## src/design/cvr_defs.vh

```
// Purpose: constants for the command/address reference-level mode register
// Assumes: six-bit mode register address field, eight-bit operand
// Notes:   definitions only
`ifndef CVR_DEFS_VH
`define CVR_DEFS_VH
`define CVR_MA_W          6
`define CVR_MA_LEVEL      6'h0c
`define CVR_OP_W          8
`define CVR_DQ_W          16
`define CVR_CODE_W        6
`define CVR_CODE_LSB      0
`define CVR_CODE_MSB      5
`define CVR_RANGE_BIT     6
`define CVR_RSVD_BIT      7
`define CVR_CODE_MAX      6'h32
`define CVR_CODE_RESET    6'h1d
`define CVR_RANGE_RESET   1'h1
`define CVR_SETPOINT_WRITE_SELECT_BIT    6
`define CVR_SETPOINT_OPERATE_SELECT_BIT    7
`endif

```

## src/design/cvr_setpoint_copy.v

```verilog
// Purpose: one set-point copy of the level code and range bit
// Assumes: write strobe is already qualified by address and write-select
// Notes:   reserved bit is never stored
`timescale 1ns/1ps
`default_nettype none
`include "cvr_defs.vh"
module cvr_setpoint_copy (
  input  wire                   clk,      // command clock
  input  wire                   rst_n,    // async reset, active low
  input  wire                   wr_en,    // write this copy
  input  wire [`CVR_OP_W-1:0]   wr_data,  // operand from the write
  output reg  [`CVR_CODE_W-1:0] code_reg, // stored level code
  output reg                    range_reg // stored range select
);
  always @(posedge clk or negedge rst_n) begin
    if (!rst_n) begin
      code_reg  <= `CVR_CODE_RESET;
      range_reg <= `CVR_RANGE_RESET;
    end else if (wr_en) begin
      // code and range taken together from one write
      code_reg  <= wr_data[`CVR_CODE_MSB:`CVR_CODE_LSB];
      range_reg <= wr_data[`CVR_RANGE_BIT];
    end
  end
endmodule // cvr_setpoint_copy
`default_nettype wire

```

## src/design/cvr_level_reg.v

```verilog
// Purpose: command/address reference-level mode register, two set points
// Assumes: decoded mode register read/write strobes on the command clock
// Notes:   set-point selects come from the set-point control register
//
// Overview of operation
// only read/write commands with mode register address 0ch reach this register.
// bits 5..0 hold level code; valid 00h..32h; default 1dh.
// bit 6 selects range, 1 upper; upper range after reset.
// a read drives bit n of the register on data line n.
// reserved bit 7 and unused data lines read zero.
// two copies; reads and writes reach the write-selected copy only.
// only the operate-selected copy drives the reference; other copy ignored.
// a written range stays until overwritten or reset.
// controller writes range together with the level code.
// writes to reserved bit 7 are ignored; it reads zero.
// controller avoids reserved codes above 32h.
`timescale 1ns/1ps
`default_nettype none
`include "cvr_defs.vh"
module cvr_level_reg (
  input  wire                   clk,            // command clock
  input  wire                   rst_n,          // async reset, active low
  input  wire                   mrw_en,         // mode_register_write pulse
  input  wire                   mrr_en,         // mode_register_read pulse
  input  wire [`CVR_MA_W-1:0]   ma,             // mode_register_address_field
  input  wire [`CVR_OP_W-1:0]   wr_op,          // register_operand_bit write data
  input  wire [`CVR_OP_W-1:0]   setpoint_ctrl,  // setpoint_control_register value
  output reg  [`CVR_DQ_W-1:0]   rd_dq,          // read data on dq lines
  output reg                    rd_valid,       // read data valid, one cycle
  output reg  [`CVR_CODE_W-1:0] ca_ref_code,    // applied level code
  output reg                    ca_ref_range,   // applied range select
  output reg                    code_reserved   // applied code is reserved
);
  // --------------------------------------------------------------
  // helper functions
  // --------------------------------------------------------------
  // one copy out of two, shared by the read and the operate paths
  function [`CVR_CODE_W-1:0] cvr_pick_code;
    input                   sel;
    input [`CVR_CODE_W-1:0] c0;
    input [`CVR_CODE_W-1:0] c1;
    begin
      cvr_pick_code = sel ? c1 : c0;
    end
  endfunction

  function cvr_pick_range;
    input sel;
    input r0;
    input r1;
    begin
      cvr_pick_range = sel ? r1 : r0;
    end
  endfunction

  // address compare, shared by both strobes
  function cvr_addr_hit;
    input [`CVR_MA_W-1:0] addr;
    begin
      cvr_addr_hit = (addr == `CVR_MA_LEVEL);
    end
  endfunction

  // pack the stored fields onto the data lines
  function [`CVR_DQ_W-1:0] cvr_pack_read;
    input                   rng;
    input [`CVR_CODE_W-1:0] code;
    begin
      cvr_pack_read                              = {`CVR_DQ_W{1'b0}};
      cvr_pack_read[`CVR_CODE_MSB:`CVR_CODE_LSB] = code;
      cvr_pack_read[`CVR_RANGE_BIT]              = rng;
      cvr_pack_read[`CVR_RSVD_BIT]               = 1'b0;
    end
  endfunction

  // reserved codes are only flagged; behaviour for them is undefined
  function cvr_code_is_rsvd;
    input [`CVR_CODE_W-1:0] code;
    begin
      cvr_code_is_rsvd = (code > `CVR_CODE_MAX);
    end
  endfunction

  // --------------------------------------------------------------
  // declarations
  // --------------------------------------------------------------
  wire                   wr_sel;
  wire                   op_sel;
  wire                   wr_hit;
  wire                   rd_hit;
  wire                   wr_en0;
  wire                   wr_en1;
  wire [`CVR_CODE_W-1:0] code0;
  wire [`CVR_CODE_W-1:0] code1;
  wire                   rng0;
  wire                   rng1;
  wire [`CVR_CODE_W-1:0] rd_code;
  wire                   rd_range;
  wire [`CVR_CODE_W-1:0] op_code;
  wire                   op_range;
  reg  [`CVR_DQ_W-1:0]   rd_dq_reg;
  reg  [`CVR_DQ_W-1:0]   rd_dq_next;
  reg                    rd_valid_reg;
  reg                    rd_valid_next;
  reg  [`CVR_CODE_W-1:0] ref_code_reg;
  reg  [`CVR_CODE_W-1:0] ref_code_next;
  reg                    ref_range_reg;
  reg                    ref_range_next;
  reg                    rsvd_reg;
  reg                    rsvd_next;

  // --------------------------------------------------------------
  // decode
  // --------------------------------------------------------------
  assign wr_sel = setpoint_ctrl[`CVR_SETPOINT_WRITE_SELECT_BIT];
  assign op_sel = setpoint_ctrl[`CVR_SETPOINT_OPERATE_SELECT_BIT];
  assign wr_hit = mrw_en & cvr_addr_hit(ma);
  assign rd_hit = mrr_en & cvr_addr_hit(ma);
  assign wr_en0 = wr_hit & ~wr_sel;
  assign wr_en1 = wr_hit & wr_sel;

  // --------------------------------------------------------------
  // two set-point copies
  // --------------------------------------------------------------
  cvr_setpoint_copy u_sp0 (
    .clk       (clk),
    .rst_n     (rst_n),
    .wr_en     (wr_en0),
    .wr_data   (wr_op),
    .code_reg  (code0),
    .range_reg (rng0)
  );

  cvr_setpoint_copy u_sp1 (
    .clk       (clk),
    .rst_n     (rst_n),
    .wr_en     (wr_en1),
    .wr_data   (wr_op),
    .code_reg  (code1),
    .range_reg (rng1)
  );

  // --------------------------------------------------------------
  // read path and applied value
  // --------------------------------------------------------------
  // reads return the pre-write copy when a read and write coincide
  assign rd_code  = cvr_pick_code(wr_sel, code0, code1);
  assign rd_range = cvr_pick_range(wr_sel, rng0, rng1);
  assign op_code  = cvr_pick_code(op_sel, code0, code1);
  assign op_range = cvr_pick_range(op_sel, rng0, rng1);

  always @* begin
    rd_valid_next  = rd_hit;
    rd_dq_next     = {`CVR_DQ_W{1'b0}};
    if (rd_hit) begin
      rd_dq_next = cvr_pack_read(rd_range, rd_code);
    end
    ref_code_next  = op_code;
    ref_range_next = op_range;
    rsvd_next      = cvr_code_is_rsvd(op_code);
  end

  // --------------------------------------------------------------
  // registers
  // --------------------------------------------------------------
  always @(posedge clk or negedge rst_n) begin
    if (!rst_n) begin
      rd_dq_reg <= {`CVR_DQ_W{1'b0}};
    end else begin
      rd_dq_reg <= rd_dq_next;
    end
  end

  always @(posedge clk or negedge rst_n) begin
    if (!rst_n) begin
      rd_valid_reg <= 1'b0;
    end else begin
      rd_valid_reg <= rd_valid_next;
    end
  end

  always @(posedge clk or negedge rst_n) begin
    if (!rst_n) begin
      ref_code_reg <= `CVR_CODE_RESET;
    end else begin
      ref_code_reg <= ref_code_next;
    end
  end

  always @(posedge clk or negedge rst_n) begin
    if (!rst_n) begin
      ref_range_reg <= `CVR_RANGE_RESET;
    end else begin
      ref_range_reg <= ref_range_next;
    end
  end

  always @(posedge clk or negedge rst_n) begin
    if (!rst_n) begin
      rsvd_reg <= 1'b0;
    end else begin
      rsvd_reg <= rsvd_next;
    end
  end

  // --------------------------------------------------------------
  // outputs
  // --------------------------------------------------------------
  // plain wiring: every output still comes straight from a flip-flop
  always @* begin
    rd_dq         = rd_dq_reg;
    rd_valid      = rd_valid_reg;
    ca_ref_code   = ref_code_reg;
    ca_ref_range  = ref_range_reg;
    code_reserved = rsvd_reg;
  end

endmodule // cvr_level_reg
`default_nettype wire

```

## config.mk

```make
export PLATFORM = sky130hd
export DESIGN_NAME = cvr_level_reg
export DESIGN_NICKNAME = d
export VERILOG_FILES = /design/src/design/cvr_setpoint_copy.v /design/src/design/cvr_level_reg.v
export VERILOG_INCLUDE_DIRS = /design/src /design/src/design
export SDC_FILE = /design/constraint.sdc
export NUM_CORES = 1
export LEC_CHECK = 0
export BUFFER_PORTS_ARGS = -buffer_cell sky130_fd_sc_hd__buf_2
export CORE_AREA = 2 2 54 56
export CTS_CLUSTER_DIAMETER = 50
export CTS_CLUSTER_SIZE = 24
export DETAILED_ROUTE_END_ITERATION = 8
export DIE_AREA = 0 0 56 58
export PLACE_DENSITY_LB_ADDON = 0.1
export SYNTH_ARGS = -nofsm -noshare
export SYNTH_HDL_FRONTEND = slang
export SYNTH_SLANG_ARGS = --single-unit
```

## constraint.sdc

```tcl
create_clock -name clk -period 2.1 [get_ports clk]
set_input_delay 0.525 -clock clk [delete_from_list [all_inputs] [get_ports clk]]
set_output_delay 0.525 -clock clk [all_outputs]
set_load 0.05 [all_outputs]
```

==> out/metrics.yaml, run 1 <==
rsz0062_at_grt: "no"
syn_inst: 86
antenna_found_initial: 0
clock-sinks: 30
grt.overflow.total: 0
cp.required_ns: 1.57
cts_buffer_depth: 2
num_rows: 19
cts_root_buffer: "clkbuf_4"
finalPower_mw: 1.18
cts_setup_buffers: 0
die_h_um: 58
dr_total_vias: 751
critPathSlowestCell: "dfstp_2"
die-area_um2: 3250
portBuffers: 34
setup-tns-final_ns: 0
power.leakage_nw: 0.797
cts_hold_buf: 0
fin_crit_ns: 1.63
worst-path-max-fanout: 1
vias_per_cell: 4.81
grt_usage: 0.155
crit_buf_inv: 1
design_area_um2: 1490
skew_ns: 0.00629
fin_crit_sh: 0.774
ys_ff_latch: 30
route.antenna.remaining_nets: 0
crit_chain: "buf_2"
io-pin-count: 51
post_cts_resized: 0
fp.coreArea_um2: 2660
drt_pass1_iterations: 2
hold_class: "input port to async pin"
regArea_um2: 769
cts_tree: "yes"
worst_pin_slew_ns: 0.621
drive_gt1_frac: 0.640
synth.cell_area_um2: 1270
grt_pass1_wl_um: 3570
wl_per_cell_um: 13.0
syn_to_final_growth_pct: 17.4
num_antenna_cells: 0
drc: 0
hold_viol: 0
cp.arrival_ns: 1.10
ir_worst_vdd_mv: 0.541
initial_utilization: 0.478
cts_buffers: 5
grt_max_degree: 31
largest_reg_flops: 7
worst_setup_path_end_kind: "output port"
drt-initial-drc-count: 5
grt_pass1_vias: 788
htreeDepth: 2
clkLatencyLatePin_ns: 0.33
n_fill_cell: 241
yosysUniqueCellTypes: 15
maxSlewViolCount: 0
max_cap_viol_count: 0
maxSlewHeadroom: 0.586
finalSetupViolCount: 0
cp_top_family: "flip-flops"
wl_um: 2030
power_density_nw_per_um2: 789
place.gp.congestion: 0.678
multi_input_area_um2: 452
place_area_um2: 1430
outcome: "completed"
path_class: "register to output port"
yosysSeqAreaShare: 0.605
max_clock_freq_mhz: 615
yosys_warnings: 0
avgSynthCellArea_um2: 14.8
die_w_um: 56
critPathMaxStageDelay_ns: 0.53
crit_path_start_kind: "register"
fin_nets: 150
cts.reportedPaths.clkPinSlew_ns: 0.09
worst paths after layout:
| path | startpoint | slack, ns | cells after the start | to |
|---|---|---|---|---|
| hold / removal | rst_n | 0.20 | 1 | code_reserved |
| max in group asynchronous | rst_n | 1.48 | 1 | u_sp1.code_reg[5] |
| setup / recovery | ca_ref_code[0] | 0.47 | 1 | ca_ref_code[0] |
| min in group clk | wr_op[3] | 0.44 | 2 | u_sp0.code_reg[3] |
| setup reg to reg | u_sp1.code_reg[0] | 0.98 | 3 | code_reserved |
| hold reg to reg | u_sp0.code_reg[1] | 0.53 | 1 | u_sp0.code_reg[1] |
metrics by stage:
stage / util / instances / hold slack (ns) / setup slack (ns)
after floorplan: - / 94 / 0.229 / 0.648
after global placement: 0.539 / 148 / 0.513 / 0.448
after detailed placement: 0.539 / 148 / 0.516 / 0.435
after CTS: 0.561 / 156 / 0.214 / 0.451
after global routing: 0.561 / 156 / 0.233 / 0.414
final: 0.561 / 156 / 0.201 / 0.474
cells by family after synthesis:
family | after synthesis | share of synthesized area
mux | 28 | 0.241
simple gates | 14 | 0.0816
buf+inv | 12 | 0.0639
compound gates | 1 | 0.00590
flops | 30 | 0.605
other cells | 1 | 0.00295
cell usage after synthesis (all sizes together):
master	number	area (um2)
mux2	21	236
dfrtp	15	375
dfstp	15	394
buf	11	77.6
nor2	9	33.8
mux2i	7	70.1
a211oi	1	7.51
and4bb	1	16.3
conb	1	3.75
inv	1	3.75
nand2	1	3.75
nand3	1	5.00
nand4	1	21.3
nand4b	1	23.8
layer usage:
layer	track usage	wire length (um)	vias up
li1	-	-	355
met1	0.177	778	356
met2	0.244	1040	32
met3	0.0491	139	8
met4	0.122	71	0
met5	0	0	-
layout by cell type, fill, tap and decap left out, drive strengths merged:
cell and n:
a211oi 1, and4bb 1, buf 34, clkbuf 7
clkinv 1, conb 9, dfrtp 15, dfstp 15
inv 1, mux2 21, mux2i 7, nand2 1
nand3 1, nand4 1, nand4b 1, nor2 9
cell type report:
cell class                 count  area share
clock buffer                   7      0.0369
sequential                    30       0.515
clock inverter                 1     0.00335
timing repair buffer          34       0.114
inverter                       1     0.00251
multi-input combinational     52       0.302
tap                           31      0.0260
power breakdown:
group | switching [mW] | internal [mW]
clock network | 0.185 | 0.162
registers | 0.0168 | 0.630
logic | 0.127 | 0.0583
total | 0.329 | 0.850
Power figures use the tool's default switching activity.
==> inputs of run 2 (changes only) <==
Settings changed: CORE_AREA 2 2 54 56 to 2 2 59 61, DIE_AREA 0 0 56 58 to 0 0 61 63.
Clock period 2.1 ns to 1.4 ns, I/O delays scaled along.
==> out/metrics.yaml, run 2 (synthesized netlist as in run 1, its figures left out) <==
outcome: "completed"
cp_top_family: "flip-flops"
fin_crit_ns: 1.36
io-pin-count: 51
crit_cells: 1
cts_root_buffer: "clkbuf_4"
clkLatencyLatePin_ns: 0.32
mostFrequentLayoutCells: "buf_2 (29), mux2_2 (21), dfstp_2 (15), dfrtp_1 (15)"
r2r_end: "code_reserved"
syn_to_final_growth_pct: 24.9
pre_cts_ws_ns: -0.0772
crit_buf_inv: 1
route.antenna.remaining_nets: 0
critPathMaxStageDelay_ns: 0.55
fin_nets: 155
drive_gt1_frac: 0.631
grt_max_degree: 17
multi_input_area_um2: 452
htreeDepth: 2
maxSlewViolCount: 0
met1_usage: 0.152
fp.coreArea_um2: 3230
final_common_cell: "buf_2"
grt_usage: 0.140
setup_slack_ns: 0.0367
wl_per_cell_um: 13.1
regArea_um2: 769
cts_tree: "yes"
finalSetupViolCount: 0
ir_worst_vdd_mv: 0.515
path_class: "register to output port"
crit_end: "ca_ref_code[0]"
drt-initial-drc-count: 4
cts.reportedPaths.clkPinSlew_ns: 0.09
worst-path-max-fanout: 1
max_clock_freq_mhz: 734
die-area_um2: 3840
finalPower_mw: 1.76
initial_utilization: 0.394
vias_per_cell: 4.39
grt.overflow.total: 0
dr_total_vias: 772
crit_path_start: "ca_ref_code[0]"
crit_chain: "buf_8"
top_usage_layer: "met2"
setup-tns-final_ns: 0
rsz0062_at_grt: "yes"
reg2regPathDepth: 3
drt_pass1_iterations: 4
antenna_found_initial: 0
grt_pass1_wl_um: 3760
cp.required_ns: 1.05
drc: 0
clock-sinks: 30
hold_class: "input port to register"
hold_viol: 0
reg2reg_slack_ns: 0.29
r2r-start: "u_sp1.code_reg[0]"
grt_pass1_vias: 831
grtUsageMet2: 0.230
fin_crit_sh: 0.974
max_cap_viol_count: 0
final_util: 0.492
whs_ns: 0.265
die_w_um: 61
critPathSlowestCell: "dfstp_2"
num_rows: 21
crit_path_start_kind: "register"
largest_reg_flops: 7
grtUsageMet3: 0.0373
portBuffers: 34
cp.arrival_ns: 1.01
cts_buffer_depth: 2
n_fill_cell: 298
dp_hpwl_um: 1630
power.leakage_nw: 0.822
cts_buffers: 5
skew_ns: 0.00669
num_antenna_cells: 0
worst_setup_path_end_kind: "output port"
wl_um: 2310
power_density_nw_per_um2: 1110
place.gp.congestion: 0.677
die_h_um: 63
[run 2: changes by cell type in the layout (fill, tap and decap cells not counted)]
cell / previous run / this run
buf_6: 0 / 4
buf_8: 0 / 1
buf_4: 0 / 3
clkbuf_1: 1 / 3
dlygate4sd3_1: 0 / 1
clkbuf_8: 1 / 0
clkinv_2: 1 / 0
buf_12: 0 / 1
buf_2: 34 / 29
[run 2: what timing repair did]
action / CTS / global route
setup endpoints to repair: 5 / 5
setup buffers: 0 / 0
hold endpoints to repair: 6 / 0
gates resized for setup: 6 / 5
hold buffers: 1 / 0
[run 2: area by class of cell]
class	count	share of cell area
Multi-Input combinational cell	52	0.284
Tap cell	46	0.0362
Clock buffer	8	0.0307
Timing Repair Buffer	39	0.162
Inverter	1	0.00236
Sequential cell	30	0.484
[run 2: worst min-delay path by stage]
stage / slack (ns) / cells past startpoint / end / startpoint
CTS: 0.25 / 2 / u_sp0.code_reg[0] / wr_op[0]
finish: 0.26 / 2 / u_sp0.code_reg[0] / wr_op[0]
global route: 0.26 / 2 / u_sp0.code_reg[2] / wr_op[2]
detailed placement: 0.28 / 1 / rd_dq[6] / rst_n
global placement: 0.28 / 1 / rd_dq[6] / rst_n
floorplan: 0.05 / 0 / ca_ref_code[1] / rst_n
[run 2: through the flow]
stage / instances / cell area, um2
detailed placement: 167 / 1500
CTS: 176 / 1570
global route: 176 / 1590
floorplan: 94 / 1300
finish: 176 / 1590
global placement: 167 / 1500
[run 2: per-layer routing]
metal,share of wire,wire length [um]
met4,0.027,62
met1,0.41,935
met5,0,0
met2,0.51,1180
met3,0.055,126
[run 2: power by group]
part           internal (mW)  switching (mW)
clock network          0.200           0.275
logic                  0.118           0.197
registers              0.945          0.0300
total                   1.26           0.502
